[config.mk]
export PLATFORM = sky130hd
export DESIGN_NAME = secm_top
export DESIGN_NICKNAME = d
export VERILOG_FILES = /design/src/common/secm_pkg.sv /design/src/hdl/secm_top.sv
export SDC_FILE = /design/constraint.sdc
export NUM_CORES = 1
export LEC_CHECK = 0
export BUFFER_PORTS_ARGS = -buffer_cell sky130_fd_sc_hd__buf_2
export CORE_ASPECT_RATIO = 1.5
export CORE_MARGIN = 2
export CORE_UTILIZATION = 49
export DETAILED_ROUTE_END_ITERATION = 10
export PLACE_DENSITY = 0.86
export REMOVE_ABC_BUFFERS = 1
export SYNTH_ARGS = -nofsm -noshare
export SYNTH_HDL_FRONTEND = slang
export SYNTH_SLANG_ARGS = --single-unit
[constraint.sdc]
create_clock -name pclk -period 1.6 [get_ports pclk]
set_input_delay 0.16 -clock pclk [delete_from_list [all_inputs] [get_ports pclk]]
set_output_delay 0.16 -clock pclk [all_outputs]
set_load 0.01 [all_outputs]
[src/common/secm_pkg.sv]
// Shared constants for the serial extended mode control block
package secm_pkg;

  // ==========================================================
  // Register indices (byte address = index * 4)
  localparam logic [31:0] SECM_EXT_MODE_INDEX = 32'h0008a027;
  localparam logic [31:0] SECM_CTRL_INDEX     = 32'h0008a030;
  localparam logic [31:0] SECM_STATUS_INDEX   = 32'h0008a031;
  localparam logic [31:0] SECM_DATA_INDEX     = 32'h0008a032;

  // ==========================================================
  // Extended mode register fields
  localparam int          SECM_ACS_BIT    = 0;
  localparam int          SECM_ASYNC_BASE_CYCLES_SEL_BIT   = 4;
  localparam int          SECM_NOISE_FILTER_ENABLE_BIT   = 5;
  localparam int          SECM_SDES_BIT   = 7;
  localparam logic [7:0]  SECM_EXT_WMASK  = 8'hb1;
  localparam logic [7:0]  SECM_EXT_RESET  = 8'h00;

  // ==========================================================
  // Own control register fields
  localparam int          SECM_MODE_LSB   = 0;
  localparam int          SECM_CKE_LSB    = 2;
  localparam int          SECM_TE_BIT     = 4;
  localparam int          SECM_RE_BIT     = 5;
  localparam logic [5:0]  SECM_CTRL_RESET = 6'h00;
  localparam logic [1:0]  SECM_MODE_ASYNC = 2'h0;
  localparam logic [1:0]  SECM_MODE_I2C   = 2'h1;

  // ==========================================================
  // Status register fields
  localparam int          SECM_ST_RX_BIT    = 0;
  localparam int          SECM_ST_SCL_BIT   = 1;
  localparam int          SECM_ST_SDA_BIT   = 2;
  localparam int          SECM_ST_AVAIL_BIT = 3;
  localparam int          SECM_ST_FULL_BIT  = 4;
  localparam int          SECM_ST_FERR_BIT  = 5;

  // ==========================================================
  // Timing
  localparam logic [4:0]  SECM_CYCLES_16  = 5'h10;
  localparam logic [4:0]  SECM_CYCLES_8   = 5'h08;
  localparam logic [2:0]  SECM_LAST_BIT   = 3'h7;

  // Receive state machine, one-hot
  typedef enum logic [4:0] {
    SECM_RX_IDLE  = 5'b00001,
    SECM_RX_START = 5'b00010,
    SECM_RX_DATA  = 5'b00100,
    SECM_RX_STOP  = 5'b01000,
    SECM_RX_HOLD  = 5'b10000
  } secm_rx_e;

endpackage

[src/hdl/secm_top.sv]
// Serial extended mode control: clock source, bit length, noise filter, start detection
`timescale 1ns/1ps
// What this block does
// - In asynchronous mode a bit lasts 16 base clock cycles when the base cycles bit is 0 and 8 when it is 1.
// - The clock source bit picks the external clock input when 0 and the AND of both timer compare outputs when 1.
// - The clock source bit matters only in asynchronous mode with the clock enable field at 10b or 11b.
// - Timer channel 1 and 2 compare outputs can serve as base clock for every channel instance.
// - In asynchronous mode the noise filter bit filters the receive input, and clearing it leaves it raw.
// - In simple I2C mode the noise filter bit filters both the clock and data inputs.
// - With the filter off the pin levels reach the internal logic unfiltered.
// - In asynchronous mode a start bit is a low level when the start detect bit is 0 and a falling edge when 1.
// - Writes to the extended mode fields land only while transmit and receive enable are both 0.
// - Reserved bits of the extended mode register read as 0.

// ==========================================================
// Received byte FIFO
module secm_fifo #(
  parameter int WIDTH = 8,
  parameter int DEPTH = 4
) (
  input  wire logic             pclk,
  input  wire logic             presetn,
  input  wire logic             in_valid,
  output logic                  in_ready,
  input  wire logic [WIDTH-1:0] in_data,
  output logic                  out_valid,
  input  wire logic             out_ready,
  output logic [WIDTH-1:0]      out_data,
  output logic                  full
);
  localparam int AW = $clog2(DEPTH);

  // Refused at elaboration: the wrap bit of the pointers needs a power of two
  if (DEPTH < 2 || (1 << AW) != DEPTH)
  begin : g_bad_depth
    $error("secm_fifo: DEPTH must be a power of two, at least 2");
  end

  logic [WIDTH-1:0] mem [DEPTH];
  logic [AW:0]      wr_ptr;
  logic [AW:0]      rd_ptr;
  wire              push = in_valid & in_ready;
  wire              pop  = out_valid & out_ready;

  // Extra pointer bit separates full from empty
  assign full      = (wr_ptr[AW] != rd_ptr[AW]) && (wr_ptr[AW-1:0] == rd_ptr[AW-1:0]);
  assign in_ready  = ~full;
  assign out_valid = (wr_ptr != rd_ptr);
  assign out_data  = mem[rd_ptr[AW-1:0]];

  // Pointer update
  always_ff @(posedge pclk or negedge presetn)
  begin
    if (!presetn)
    begin
      wr_ptr <= '0;
      rd_ptr <= '0;
    end
    else
    begin
      if (push)
        wr_ptr <= wr_ptr + 1'b1;
      if (pop)
        rd_ptr <= rd_ptr + 1'b1;
    end
  end

  // Storage, no reset needed
  always_ff @(posedge pclk)
  begin
    if (push)
      mem[wr_ptr[AW-1:0]] <= in_data;
  end
endmodule // secm_fifo

// ==========================================================
// Top level
module secm_top #(
  parameter logic [31:0] EXT_INDEX   = secm_pkg::SECM_EXT_MODE_INDEX,
  parameter int          INT_DIV     = 4,
  parameter int          FIFO_DEPTH  = 4
) (
  input  wire logic        pclk,
  input  wire logic        presetn,
  input  wire logic        psel,
  input  wire logic        penable,
  input  wire logic        pwrite,
  input  wire logic [31:0] paddr,
  input  wire logic [31:0] pwdata,
  output logic [31:0]      prdata,
  output logic             pready,
  output logic             pslverr,
  input  wire logic        ext_clk_in,
  input  wire logic        timer1_compare_out,
  input  wire logic        timer2_compare_out,
  input  wire logic        receive_data_pin,
  input  wire logic        i2c_clock_pin,
  input  wire logic        i2c_data_pin,
  output logic             base_clk_tick,
  output logic             bit_tick,
  output logic             start_detected,
  output logic             rx_internal,
  output logic             scl_internal,
  output logic             sda_internal
);
  import secm_pkg::*;

  // Refused at elaboration: the rate divider counter is eight bits wide
  if (INT_DIV < 1 || INT_DIV > 255)
  begin : g_bad_div
    $error("secm_top: INT_DIV out of range");
  end

  // ==========================================================
  // Registers and address decode
  logic [7:0]  extended_mode_reg;
  logic [5:0]  serial_control_reg;
  logic        frame_err;
  wire         setup   = psel & ~penable;
  wire         access  = psel & penable & pready;
  wire         wr_acc  = access & pwrite;
  wire         rd_acc  = access & ~pwrite;
  // Own index fixes only the extended mode register's address; control, status and data addresses are the same for every instance
  wire [31:0]  ext_addr  = {EXT_INDEX[29:0], 2'b00};
  wire [31:0]  ctrl_addr = {SECM_CTRL_INDEX[29:0], 2'b00};
  wire [31:0]  st_addr   = {SECM_STATUS_INDEX[29:0], 2'b00};
  wire [31:0]  dat_addr  = {SECM_DATA_INDEX[29:0], 2'b00};
  wire         hit_ext   = (paddr == ext_addr);
  wire         hit_ctrl  = (paddr == ctrl_addr);
  wire         hit_st    = (paddr == st_addr);
  wire         hit_dat   = (paddr == dat_addr);
  wire         hit_any   = hit_ext | hit_ctrl | hit_st | hit_dat;

  wire [1:0]   comm_mode           = serial_control_reg[SECM_MODE_LSB +: 2];
  wire [1:0]   cke                 = serial_control_reg[SECM_CKE_LSB +: 2];
  wire         transmit_enable_bit = serial_control_reg[SECM_TE_BIT];
  wire         receive_enable_bit  = serial_control_reg[SECM_RE_BIT];
  wire         mode_async          = (comm_mode == SECM_MODE_ASYNC);
  wire         mode_i2c            = (comm_mode == SECM_MODE_I2C);
  wire         async_clock_source_sel = extended_mode_reg[SECM_ACS_BIT];
  wire         async_base_cycles_sel  = extended_mode_reg[SECM_ASYNC_BASE_CYCLES_SEL_BIT];
  wire         noise_filter_enable    = extended_mode_reg[SECM_NOISE_FILTER_ENABLE_BIT];
  wire         start_detect_edge_sel  = extended_mode_reg[SECM_SDES_BIT];
  wire         ext_unlocked = ~transmit_enable_bit & ~receive_enable_bit;

  // FIFO hookup
  logic [7:0]  shift;
  logic        fifo_in_ready;
  logic        fifo_out_valid;
  logic [7:0]  fifo_out_data;
  logic        fifo_full;
  secm_rx_e    rx_state;
  wire         fifo_pop = rd_acc & hit_dat;

  // Status view of the live pin levels and buffer
  logic [5:0]  status;
  assign status = {frame_err, fifo_full, fifo_out_valid, sda_internal, scl_internal, rx_internal};

  // Read mux: reserved bits fall out of the mask as zero
  wire [31:0] next_prdata =
    hit_ext  ? {24'h0, extended_mode_reg & SECM_EXT_WMASK} :
    hit_ctrl ? {26'h0, serial_control_reg} :
    hit_st   ? {26'h0, status} :
    hit_dat  ? {24'h0, fifo_out_data} : 32'h0;

  // No wait state: answer registered during setup, ready in the first access cycle
  always_ff @(posedge pclk or negedge presetn)
  begin
    if (!presetn)
    begin
      pready  <= 1'b0;
      pslverr <= 1'b0;
      prdata  <= 32'h0;
    end
    else
    begin
      pready  <= setup;
      pslverr <= setup & ~hit_any;
      prdata  <= setup ? next_prdata : 32'h0;
    end
  end

  // Register writes; the mode fields freeze while the channel runs
  always_ff @(posedge pclk or negedge presetn)
  begin
    if (!presetn)
    begin
      extended_mode_reg  <= SECM_EXT_RESET;
      serial_control_reg <= SECM_CTRL_RESET;
    end
    else
    begin
      if (wr_acc && hit_ext && ext_unlocked)
        extended_mode_reg <= pwdata[7:0] & SECM_EXT_WMASK;
      if (wr_acc && hit_ctrl)
        serial_control_reg <= pwdata[5:0];
    end
  end

  // ==========================================================
  // Base clock source
  // Timer source only counts in asynchronous mode with an external clock code
  wire sel_ext_path = mode_async & cke[1];
  wire sel_timer    = sel_ext_path & async_clock_source_sel;
  wire src_level    = sel_timer ? (timer1_compare_out & timer2_compare_out) : ext_clk_in;
  logic       src_prev;
  logic [7:0] div_cnt;
  wire        div_tick  = (div_cnt == 8'(INT_DIV - 1));
  wire        next_tick = sel_ext_path ? (src_level & ~src_prev) : div_tick;

  // Edge detect of the chosen source, or the internal rate divider
  always_ff @(posedge pclk or negedge presetn)
  begin
    if (!presetn)
    begin
      src_prev      <= 1'b0;
      div_cnt       <= 8'h0;
      base_clk_tick <= 1'b0;
    end
    else
    begin
      src_prev      <= src_level;
      div_cnt       <= div_tick ? 8'h0 : div_cnt + 8'h1;
      base_clk_tick <= next_tick;
    end
  end

  // ==========================================================
  // Noise filter: three-sample majority per input lane
  logic [2:0] samp [3];
  logic [2:0] filt;
  wire  [2:0] raw  = {i2c_data_pin, i2c_clock_pin, receive_data_pin};
  wire  [2:0] fen  = {{2{noise_filter_enable & mode_i2c}}, noise_filter_enable & mode_async};

  genvar g;
  generate
    for (g = 0; g < 3; g++)
    begin : g_lane
      wire maj = (samp[g][0] & samp[g][1]) | (samp[g][1] & samp[g][2]) | (samp[g][0] & samp[g][2]);
      // Off means the raw pin, with no sample delay added
      assign filt[g] = fen[g] ? maj : raw[g];
      always_ff @(posedge pclk or negedge presetn)
      begin
        if (!presetn)
          samp[g] <= 3'h7;
        else
          samp[g] <= {samp[g][1:0], raw[g]};
      end
    end
  endgenerate

  // Registered copies for the outside world
  always_ff @(posedge pclk or negedge presetn)
  begin
    if (!presetn)
    begin
      rx_internal  <= 1'b1;
      scl_internal <= 1'b1;
      sda_internal <= 1'b1;
    end
    else
    begin
      rx_internal  <= filt[0];
      scl_internal <= filt[1];
      sda_internal <= filt[2];
    end
  end

  // ==========================================================
  // Receiver: start detection and bit timing
  logic       rx_prev;
  logic [4:0] cnt;
  logic [2:0] bitn;
  wire        rx_run   = receive_enable_bit & mode_async;
  wire  [4:0] bit_len  = async_base_cycles_sel ? SECM_CYCLES_8 : SECM_CYCLES_16;
  wire  [4:0] last_cnt = bit_len - 5'h1;
  wire  [4:0] half_cnt = {1'b0, bit_len[4:1]} - 5'h1;
  // Edge mode needs a high-to-low step, so a held break never restarts
  wire        start_cond = start_detect_edge_sel ? (rx_prev & ~filt[0]) : ~filt[0];
  wire        bit_end    = base_clk_tick & (cnt == last_cnt);
  wire        frame_done = (rx_state == SECM_RX_STOP) & bit_end;
  wire        ferr_clr   = wr_acc & hit_st & pwdata[SECM_ST_FERR_BIT];

  // Frame state machine; a full FIFO holds the byte and stalls reception
  always_ff @(posedge pclk or negedge presetn)
  begin
    if (!presetn)
    begin
      rx_state       <= SECM_RX_IDLE;
      rx_prev        <= 1'b1;
      cnt            <= 5'h0;
      bitn           <= 3'h0;
      shift          <= 8'h0;
      bit_tick       <= 1'b0;
      start_detected <= 1'b0;
    end
    else
    begin
      rx_prev        <= filt[0];
      bit_tick       <= 1'b0;
      start_detected <= 1'b0;
      if (base_clk_tick && rx_state != SECM_RX_IDLE)
        cnt <= bit_end ? 5'h0 : cnt + 5'h1;
      if (!rx_run)
        rx_state <= SECM_RX_IDLE;
      else
      begin
        case (rx_state)
          SECM_RX_IDLE:
            if (start_cond)
            begin
              rx_state       <= SECM_RX_START;
              cnt            <= 5'h0;
              start_detected <= 1'b1;
            end
          SECM_RX_START:
            if (base_clk_tick && cnt == half_cnt)
            begin
              rx_state <= filt[0] ? SECM_RX_IDLE : SECM_RX_DATA;
              cnt      <= 5'h0;
              bitn     <= 3'h0;
            end
          SECM_RX_DATA:
            if (bit_end)
            begin
              bit_tick <= 1'b1;
              shift    <= {filt[0], shift[7:1]};
              bitn     <= bitn + 3'h1;
              if (bitn == SECM_LAST_BIT)
                rx_state <= SECM_RX_STOP;
            end
          SECM_RX_STOP:
            if (bit_end)
              rx_state <= filt[0] ? SECM_RX_HOLD : SECM_RX_IDLE;
          SECM_RX_HOLD:
            if (fifo_in_ready)
              rx_state <= SECM_RX_IDLE;
          default:
            rx_state <= SECM_RX_IDLE;
        endcase
      end
    end
  end

  // Framing error is sticky; a new error beats a clear in the same cycle
  always_ff @(posedge pclk or negedge presetn)
  begin
    if (!presetn)
      frame_err <= 1'b0;
    else if (frame_done && rx_run && !filt[0])
      frame_err <= 1'b1;
    else if (ferr_clr)
      frame_err <= 1'b0;
  end

  secm_fifo #(
    .WIDTH (8),
    .DEPTH (FIFO_DEPTH)
  ) u_fifo (
    .pclk      (pclk),
    .presetn   (presetn),
    .in_valid  (rx_state == SECM_RX_HOLD),
    .in_ready  (fifo_in_ready),
    .in_data   (shift),
    .out_valid (fifo_out_valid),
    .out_ready (fifo_pop),
    .out_data  (fifo_out_data),
    .full      (fifo_full)
  );

  // ==========================================================
  // Checks
  AST_WRITE_LOCK: assert property (@(posedge pclk) disable iff (!presetn)
    (wr_acc && hit_ext && !ext_unlocked) |=> $stable(extended_mode_reg))
    else $error("extended mode register changed while channel enabled");

  AST_WRITE_TAKE: assert property (@(posedge pclk) disable iff (!presetn)
    (wr_acc && hit_ext && ext_unlocked) |=> extended_mode_reg == ($past(pwdata[7:0]) & 8'hb1))
    else $error("extended mode write not taken while idle");

  AST_RESERVED_ZERO: assert property (@(posedge pclk) disable iff (!presetn)
    (rd_acc && hit_ext) |-> (prdata[31:7] == 25'h0 || prdata[31:8] == 24'h0) && prdata[6] == 1'b0
      && prdata[3:1] == 3'h0)
    else $error("reserved extended mode bits read non-zero");

  AST_TIMER_SRC: assert property (@(posedge pclk) disable iff (!presetn)
    (mode_async && cke[1] && async_clock_source_sel && timer1_compare_out && timer2_compare_out && !src_prev)
      |=> base_clk_tick)
    else $error("timer compare AND did not clock the base tick");

  AST_SRC_GATED: assert property (@(posedge pclk) disable iff (!presetn)
    (!(mode_async && cke[1]) && !div_tick) |=> !base_clk_tick)
    else $error("external source leaked outside asynchronous external clock mode");

  AST_FILTER_OFF: assert property (@(posedge pclk) disable iff (!presetn)
    !noise_filter_enable |=> rx_internal == $past(receive_data_pin) && sda_internal == $past(i2c_data_pin)
      && scl_internal == $past(i2c_clock_pin))
    else $error("unfiltered input not passed straight through");

  AST_FILTER_RX: assert property (@(posedge pclk) disable iff (!presetn)
    (noise_filter_enable && mode_async && samp[0][1] && samp[0][0]) |=> rx_internal)
    else $error("receive filter let a single low glitch through");

  AST_FILTER_I2C: assert property (@(posedge pclk) disable iff (!presetn)
    (noise_filter_enable && mode_i2c && !samp[1][1] && !samp[1][0] && !samp[2][1] && !samp[2][0])
      |=> !scl_internal && !sda_internal)
    else $error("I2C filter did not follow two low samples");

  AST_START_LEVEL: assert property (@(posedge pclk) disable iff (!presetn)
    (rx_state == SECM_RX_IDLE && rx_run && !start_detect_edge_sel && !filt[0]) |=> start_detected)
    else $error("low level did not start reception");

  AST_START_EDGE: assert property (@(posedge pclk) disable iff (!presetn)
    (rx_state == SECM_RX_IDLE && rx_run && start_detect_edge_sel && !rx_prev) |=> !start_detected)
    else $error("edge mode started without a falling edge");

  AST_BIT_LEN: assert property (@(posedge pclk) disable iff (!presetn)
    (rx_state == SECM_RX_DATA && rx_run && base_clk_tick && cnt == (async_base_cycles_sel ? 5'h07 : 5'h0f))
      |=> bit_tick)
    else $error("bit period length does not match base cycles selection");

  COV_TIMER_TICK: cover property (@(posedge pclk) disable iff (!presetn) sel_timer ##1 base_clk_tick);
  COV_EDGE_START: cover property (@(posedge pclk) disable iff (!presetn) start_detect_edge_sel && start_detected);
  COV_FRAME_PUSH: cover property (@(posedge pclk) disable iff (!presetn) rx_state == SECM_RX_HOLD && fifo_in_ready);
  COV_FIFO_FULL:  cover property (@(posedge pclk) disable iff (!presetn) fifo_full);

endmodule // secm_top
==> results.rst, run 1 <==
.. list-table::
   :header-rows: 1

   * - Metric
     - Value
   * - Fin Clk Skew
     - 0.00697 ns
   * - Average wire per standard cell
     - approximately 18 um
   * - Type of destination of the critical path
     - register
   * - Clock network power share
     - 0.382
   * - Pin count of the biggest net entering global routing
     - 43
   * - Share of total power consumed by net switching
     - 0.241
   * - Total Nets Final
     - slightly above 600
   * - Critical path required time
     - between 1.5 and 2 ns
   * - Count of yosys warnings during synthesis
     - 0
   * - Final number of hold-violating endpoints
     - 0
   * - Outcome
     - finished with violations
   * - Global-route wire length before repair
     - roughly 18 mm
   * - Power per cell area
     - about 840 mW/mm2
   * - Antenna cell count
     - 0
   * - Depth of the CTS H-tree
     - 3
   * - Number of enable flip-flop cells after synthesis
     - 32
   * - Synthesized area
     - just under 0.005 mm2
   * - Post-DR vias/cell
     - 5.53
   * - Final Non-Filler Cells
     - between 600 and 700
   * - Fmax
     - ~570 MHz
   * - Number of antenna violations at the first check in global routing
     - 0
   * - Worst ir drop on vdd
     - roughly 0.50 mV
   * - Total Wirelength
     - 11.6 mm
   * - Total internal power
     - 4.14 mW
   * - Share of the synthesized area in the top cell type
     - 0.300
   * - GRT Util Overall
     - 0.221
   * - Classification of the worst setup path
     - reg2reg
   * - Number of cells produced by synthesis
     - 384
   * - Share of layout cells above drive strength 1
     - 0.471
   * - Die height
     - between 100 and 150 um
   * - Clock transition at path regs
     - roughly 0.07 ns
   * - Biggest area consumer among synthesized cells
     - dfrtp_1
   * - Count of final max-slew check failures
     - 0
   * - Arrival time at the worst endpoint
     - 2.00 ns
   * - I/O Pins
     - 115
   * - Share of the cycle needed by the critical path after routing
     - 1.10
   * - Part of the total power dissipated in sequential elements
     - 0.522
   * - Master cell of the clock root buffer
     - clkbuf_16
   * - Sink Count
     - 104
   * - Starting DRT DRC Count
     - around 240
   * - # rows
     - 44
   * - Post-route minimum period
     - roughly 1.8 ns
   * - Final Worst Setup Slack
     - -0.157 ns
   * - Effective utilization at floorplan
     - 0.505
   * - Placeable core region
     - 0.00974 mm2
   * - Number of fill cells
     - about 610
   * - Count of cell types in the netlist
     - 58
   * - Skew-Pair Late Insertion Delay
     - roughly 0.35 ns
   * - Net switching power
     - approximately 1.3 mW
   * - Unrepaired setup endpoints after global routing
     - yes
   * - Seq/Total Area, Yosys
     - 0.564
   * - GP Congestion
     - 0.884
   * - Register bit total from synthesis
     - between 100 and 150
   * - Cts bufs inserted
     - 9
   * - Asr flop ratio synth
     - 0.692
   * - Relative contribution of combinational cells to total power
     - 0.096
   * - Flip-flop count of the largest register after layout
     - 32
   * - Estimated wirelength of the detail-placed design
     - about 8 mm
   * - Cell types with the largest area share after synthesis
     - dfrtp_1 (30%), edfxtp_1 (20%), dfstp_2 (6.9%), mux2_4 (5.5%), buf_4 (3.8%)
   * - Worst hold-check path type
     - in2reg
   * - Number of global-route vias before repair
     - between 3000 and 4000
   * - Leakage Power
     - ~2.9 nW
   * - Total of buffers placed on input and output ports
     - 65
   * - Syn_area_per_cell
     - about 13 um2
   * - DRC violations left
     - 16
   * - Area added between synthesis and finish
     - 31.5%
   * - Leading register cell type out of synthesis
     - dfrtp_1
   * - Failing checks
     - DRC, setup timing
   * - Maximum capacitance violations
     - 0
   * - Full die area
     - roughly 0.011 mm2
   * - Global-route congestion overflow total
     - 0
   * - Clock tree from TritonCTS
     - built
   * - Overall power after layout
     - roughly 5.4 mW
   * - Detailed-routing iteration count for the pre-antenna-repair pass
     - 9
   * - Antenna viol nets, final
     - 0
   * - Setup WS pre-CTS
     - -0.337 ns
   * - Clock tree buffer depth
     - 2
   * - Overall via count from detail_route
     - approximately 3600
   * - Maximum fanout along the worst path
     - 7
   * - Placed cell count
     - 623
   * - Launching element type of the critical path
     - register
   * - Horizontal die dimension
     - about 86 um
   * - Count of final setup violators
     - between 50 and 60
[synth_stat cells (2+ instances only)]
library cell,n
edfxtp_1,32
nor3_1,8
o22ai_1,2
o31ai_1,3
dfstp_2,13
a21oi_1,17
xnor2_1,12
inv_1,8
nand4_1,4
nand2b_1,4
nor2b_1,6
nor3b_1,2
dfrtp_1,59
mux4_2,7
ha_1,9
buf_2,3
nor4_2,2
mux2i_1,8
nor3_4,2
buf_4,25
buf_6,2
nand3_1,14
mux2_4,18
a211oi_1,3
a22o_1,2
nand2_1,24
mux2_2,2
and2_1,7
and3_1,10
nor4_1,3
o21ai_0,7
xor2_1,6
nor2_1,35
[worst max-delay path, stage by stage (launching register included)]
cell and delay (ns):
dfrtp_2 0.48, mux4_2 0.54, a22o_1 0.25, a21oi_2 0.17
a2bb2oi_2 0.16, nor2_1 0.05
[final cells by class]
class                      instances  area, um2  area share
clock buffer                      10        229      0.0353
sequential                       104       2780       0.429
multi-input combinational        264       2170       0.335
timing repair buffer             151       1070       0.166
tap                              115        144      0.0222
clock inverter                     6       52.6     0.00811
inverter                           8       30.0     0.00464
[worst paths after layout]
| check | startpoint | to | slack [ns] | cells past startpoint |
|---|---|---|---|---|
| worst min-delay path | pwdata[1] | serial_control_reg[1] | 0.07 | 2 |
| min in group asynchronous | presetn | shift[2] | 0.24 | 2 |
| worst min register to register | samp[4] | samp[5] | 0.37 | 0 |
| worst max-delay path | u_fifo.rd_ptr[0] | prdata[4] | -0.16 | 5 |
| worst max register to register | u_fifo.rd_ptr[0] | prdata[4] | -0.16 | 5 |
| max in group asynchronous | presetn | scl_internal | 0.72 | 3 |
[power by group through the flow]
| stage | logic [mW] | registers [mW] | clock network, mW |
|---|---|---|---|
| after floorplan | 0.160 | 2.89 | 0 |
| after global placement | 0.395 | 2.88 | 0 |
| after detailed placement | 0.408 | 2.89 | 0 |
| after CTS | 0.492 | 2.85 | 2.10 |
| after global routing | 0.573 | 2.85 | 2.22 |
| final | 0.523 | 2.85 | 2.08 |
[routing by layer]
metal | global-route usage | up-vias | routed length [um]
met5 | 0 | - | 0
met4 | 0.112 | 0 | 553
met3 | 0.0403 | 44 | 657
met2 | 0.402 | 170 | 6220
met1 | 0.241 | 1782 | 4160
li1 | - | 1642 | -
[metrics by stage]
| step | setup TNS [ns] | hold slack [ns] | cell area [um2] | utilization |
|---|---|---|---|---|
| after floorplan | -10.38 | -0.136 | 4780 | - |
| after global routing | -6.97 | 0.0591 | 6480 | 0.665 |
| after global placement | -10.94 | 0.0740 | 5820 | 0.597 |
| after CTS | -1.79 | 0.0537 | 6380 | 0.654 |
| after detailed placement | -13.79 | 0.0864 | 5820 | 0.597 |
| final | -3.21 | 0.0689 | 6480 | 0.665 |
[cells in the final DEF, fill, tap and decap left out, types with 6 or more instances in the layout]
| master | n |
|---|---|
| nand3_1 | 12 |
| clkbuf_16 | 9 |
| inv_1 | 7 |
| buf_2 | 65 |
| conb_1 | 24 |
| dfrtp_1 | 58 |
| a21oi_1 | 11 |
| nand2_1 | 22 |
| buf_6 | 7 |
| edfxtp_1 | 32 |
| xnor2_1 | 10 |
| mux2i_1 | 7 |
| nor3_1 | 7 |
| dfstp_2 | 13 |
| nor2_2 | 7 |
| and3_1 | 9 |
| buf_4 | 69 |
| mux2_4 | 19 |
| mux4_2 | 8 |
| o21ai_0 | 6 |
| nor2_1 | 27 |
| ha_1 | 7 |
[what timing repair did]
item,4_1_cts,5_1_grt
pin swaps,23,15
resized for setup,39,16
endpoints found under the setup margin,70,72
hold endpoints to repair,15,0
hold buffers,5,0
buffers inserted,9,7
[kinds of logic after synthesis]
| kind of cell | after synthesis | share of synthesized area |
|---|---|---|
| other | 1 | 0.000761 |
| muxes | 36 | 0.113 |
| adders and majority gates | 10 | 0.0252 |
| xor gates and xnor gates | 18 | 0.0320 |
| AOI/OAI and AO/OA | 43 | 0.0567 |
| and+or+nand+nor | 133 | 0.155 |
| buffers and inverters | 39 | 0.0526 |
| DFF | 104 | 0.564 |
Note: power is estimated with default switching activity, not from simulation.
==> run 2: changes to the inputs <==
--- a/config.mk
+++ b/config.mk
@@ -6,12 +6,14 @@
 export NUM_CORES = 1
 export LEC_CHECK = 0
 export BUFFER_PORTS_ARGS = -buffer_cell sky130_fd_sc_hd__buf_2
-export CORE_ASPECT_RATIO = 1.5
+export CORE_ASPECT_RATIO = 0.6
 export CORE_MARGIN = 2
 export CORE_UTILIZATION = 49
 export DETAILED_ROUTE_END_ITERATION = 10
 export PLACE_DENSITY = 0.86
 export REMOVE_ABC_BUFFERS = 1
+export SETUP_SLACK_MARGIN = 0.2
 export SYNTH_ARGS = -nofsm -noshare
 export SYNTH_HDL_FRONTEND = slang
+export SYNTH_HIERARCHICAL = 1
 export SYNTH_SLANG_ARGS = --single-unit
==> run 2 against run 1 <==
  * The flow finishes with violations (setup timing)
  * Die area grew 0.65%
  * Combinational power shrank 40%
  * Area after synthesis grew 0.58%
  * Non-clock buffer count grew 30
  * Wire length grew 44%
  * Highest routed layer is now met5
  * Synthesized cell count grew 4.4%
  * Core utilization grew 9.0 points
  * Worst setup slack lost 0.28 ns
  * Sequential share of layout area shrank 5.5 points
  * Clock power grew 14%
  * Register-to-register slack lost 0.28 ns
  * Via count grew 19%
==> results.rst, run 2 <==
.. list-table::
   :header-rows: 1

   * - Metric
     - Value
   * - Cell types with the largest area share after synthesis
     - dfrtp_1 (30%), edfxtp_1 (19%), dfstp_2 (6.9%), buf_4 (3.8%), mux4_2 (3.6%)
   * - Post-DR vias/cell
     - 5.95
   * - Maximum fanout along the worst path
     - 4
   * - Placeable core region
     - roughly 0.0098 mm2
   * - Dominant cell by count in the synthesized netlist
     - dfrtp_1
   * - Estimated wirelength of the detail-placed design
     - ~8.9 mm
   * - Total Nets Final
     - 670
   * - Detailed-routing iteration count for the pre-antenna-repair pass
     - 7
   * - Clock tree from TritonCTS
     - built
   * - Net switching power
     - about 1.2 mW
   * - Endpoint of the lowest-slack register-to-register path
     - rx_state[4]
   * - Launch instance of the worst register-to-register path
     - serial_control_reg[1]
   * - Count of final setup violators
     - 75
   * - Arrival time at the worst endpoint
     - 2.28 ns
   * - Type of destination of the critical path
     - register
   * - Count of yosys warnings during synthesis
     - 6
   * - CP max stage delay
     - between 0.3 and 0.4 ns
   * - Number of cells produced by synthesis
     - ~400
   * - Share of the synthesized area in the top cell type
     - 0.298
   * - Average wire per standard cell
     - approximately 23 um
   * - Depth of the CTS H-tree
     - 3
   * - Overall via count from detail_route
     - roughly 4300
   * - Critical path required time
     - around 1.8 ns
   * - Area added between synthesis and finish
     - 50.0%
   * - Cts bufs inserted
     - 9
   * - Clock network power share
     - 0.434
   * - Starting DRT DRC Count
     - ~440
   * - Share of the cycle needed by the critical path after routing
     - 1.27
   * - Final number of hold-violating endpoints
     - 0
   * - Count of final max-slew check failures
     - 0
   * - Power per cell area
     - ~730 mW/mm2
   * - Number of enable flip-flop cells after synthesis
     - 32
   * - Clock transition at path regs
     - about 0.080 ns
   * - Full die area
     - about 0.011 mm2
   * - Seq/Total Area, Yosys
     - 0.561
   * - Failing checks
     - setup timing
   * - Worst setup endpoint
     - rx_state[4]
   * - Launching instance or port of the critical path
     - serial_control_reg[1]
   * - Cells along the critical path
     - nor3b_2 > mux2i_1 > inv_1 > o21ba_4 > nand4b_1 > o32ai_2
   * - Fmax
     - between 400 and 500 MHz
   * - Number of antenna violations at the first check in global routing
     - 0
   * - Setup WS pre-CTS
     - -0.503 ns
   * - Classification of the worst setup path
     - reg2reg
   * - Worst hold-check path type
     - in2reg
   * - Relative contribution of combinational cells to total power
     - 0.057
   * - Master cell of the clock root buffer
     - clkbuf_16
   * - Maximum capacitance violations
     - 0
   * - Flip-flop count of the largest register after layout
     - 32
   * - Antenna viol nets, final
     - 0
   * - Outcome
     - finished with violations
   * - Worst reg-to-reg path cell count
     - 6
   * - Pin count of the biggest net entering global routing
     - 73
   * - DRC violations left
     - 0
   * - GP Congestion
     - ~0.90
   * - Synthesized area
     - roughly 0.0050 mm2
   * - Global-route congestion overflow total
     - 0
   * - Leading cell types in the layout, fill and taps excluded
     - buf_4 (72), dfrtp_1 (58), buf_2 (53), buf_6 (44), edfxtp_1 (32)
   * - Die height
     - 81.9 um
   * - Share of total power consumed by net switching
     - 0.222
   * - Biggest area consumer among synthesized cells
     - dfrtp_1
   * - Unrepaired setup endpoints after global routing
     - yes
   * - Antenna cell count
     - 0
   * - Sink Count
     - 104
   * - Leading register cell type out of synthesis
     - dfrtp_1
   * - Worst ir drop on vdd
     - between 0.5 and 0.6 mV
   * - GRT Util Overall
     - 0.278
   * - Count of cell types in the netlist
     - 66
   * - Horizontal die dimension
     - 134 um
   * - Register bit total from synthesis
     - approximately 100
   * - I/O Pins
     - about 120
   * - Global-route wire length before repair
     - 22.6 mm
   * - Part of the total power dissipated in sequential elements
     - 0.509
   * - # rows
     - 28
   * - Clock tree buffer depth
     - 2
   * - Most frequent cells after synthesis
     - dfrtp_1 (59), nand2_1 (40), edfxtp_1 (32), buf_4 (25), nor2_1 (24)
   * - Leakage Power
     - 3.23 nW
   * - Total internal power
     - between 4 and 5 mW
   * - Number of global-route vias before repair
     - roughly 4200
   * - Total of buffers placed on input and output ports
     - between 60 and 70
   * - Asr flop ratio synth
     - 0.692
   * - Final Worst Setup Slack
     - -0.438 ns
   * - Effective utilization at floorplan
     - 0.503
   * - Launching element type of the critical path
     - register
   * - Share of layout cells above drive strength 1
     - 0.580
   * - Total Wirelength
     - between 15 and 20 mm
   * - Skew-Pair Late Insertion Delay
     - 0.36 ns
   * - Hold Worst Slack
     - 0.0419 ns
   * - Fin Clk Skew
     - roughly 0.017 ns
   * - Slowest cell on crit path
     - dfrtp_1
   * - Post-route minimum period
     - 2.04 ns
   * - Reg-to-reg setup timing slack
     - -0.44 ns
   * - Commonest non-fill, non-tap cell in the layout
     - buf_4
   * - Syn_area_per_cell
     - ~12 um2
-- run 2: changes by cell type in the layout (fill, tap and decap cells not counted), moves of 5 or more --
cell and change:
xnor2_1 -5, mux2_4 -8, o21ai_2 +11, nor3_1 -7, buf_2 -12, nor2_1 -12, nand2_2 +10, a21oi_1 -7
mux2i_1 -5, and3_1 -5, buf_6 +37
-- run 2: per-layer routing --
layer,share of wire,global-route usage
met1,0.37,0.331
met4,0.040,0.124
met2,0.51,0.477
met5,0.0017,0
met3,0.083,0.0833
-- run 2: how the worst min path moves through the flow --
stage	start	end	slack (ns)	cells past startpoint
floorplan	presetn	base_clk_tick	-0.14	0
global placement	presetn	cnt[3]	0.21	2
detailed placement	presetn	cnt[0]	0.21	2
CTS	pwdata[3]	serial_control_reg[3]	0.03	2
global route	pwdata[3]	serial_control_reg[3]	0.04	2
finish	pwdata[3]	serial_control_reg[3]	0.04	2
-- run 2: cells by family (layout without fill, tap and decap cells) --
kind of cell / after synthesis / after routing / synth area share
flip-flops: 104 / 104 / 0.561
AO/OA/AOI/OAI: 56 / 56 / 0.0808
buffers and inverters: 39 / 206 / 0.0493
other: 1 / 24 / 0.000757
multiplexers: 24 / 24 / 0.0768
XOR/XNOR: 18 / 18 / 0.0364
adder cells (fa/ha/maj): 10 / 10 / 0.0248
AND/OR/NAND/NOR: 149 / 149 / 0.170
-- run 2: cell type report --
cell class,count,area [um2]
clock inverters,3,26.3
well taps,135,169
repair buffers,181,1480
flip-flops and latches,104,2780
fillers,540,2410
multi-input cells,281,2640
clock buffers,13,303
inverters,9,33.8
-- run 2: what timing repair did --
item | in CTS | in global routing
setup endpoints to repair | 84 | 86
pin swaps | 53 | 40
setup buffers | 23 | 19
hold endpoints to repair | 62 | 0
resized for setup | 133 | 65
hold buffers | 4 | 0
-- run 2: worst max-delay path: cells and delay by family (launching register included) --
kind	cells	cell delay, ns
AOI/OAI and AO/OA	2	0.57
buffers and inverters	1	0.12
DFF	1	0.39
muxes	1	0.29
and+or+nand+nor	2	0.56
-- run 2: power by group through the flow --
stage | clock network, mW | registers [mW] | logic, mW
2_1_floorplan | 0 | 2.83 | 0.0651
3_3_place_gp | 0 | 2.82 | 0.208
3_5_place_dp | 0 | 2.83 | 0.215
4_1_cts | 2.36 | 2.77 | 0.272
5_1_grt | 2.48 | 2.78 | 0.334
6_report | 2.37 | 2.77 | 0.313
-- run 2: stage by stage --
step,utilization,power [mW],instances,cell area (um2),setup TNS [ns]
4_1_cts,0.710,5.41,707,6990,-8.07
3_3_place_gp,0.599,3.03,664,5900,-20.32
5_1_grt,0.755,5.59,726,7430,-16.59
2_1_floorplan,-,2.89,394,4830,-13.53
3_5_place_dp,0.599,3.04,664,5900,-23.58
6_report,0.755,5.45,726,7430,-13.05
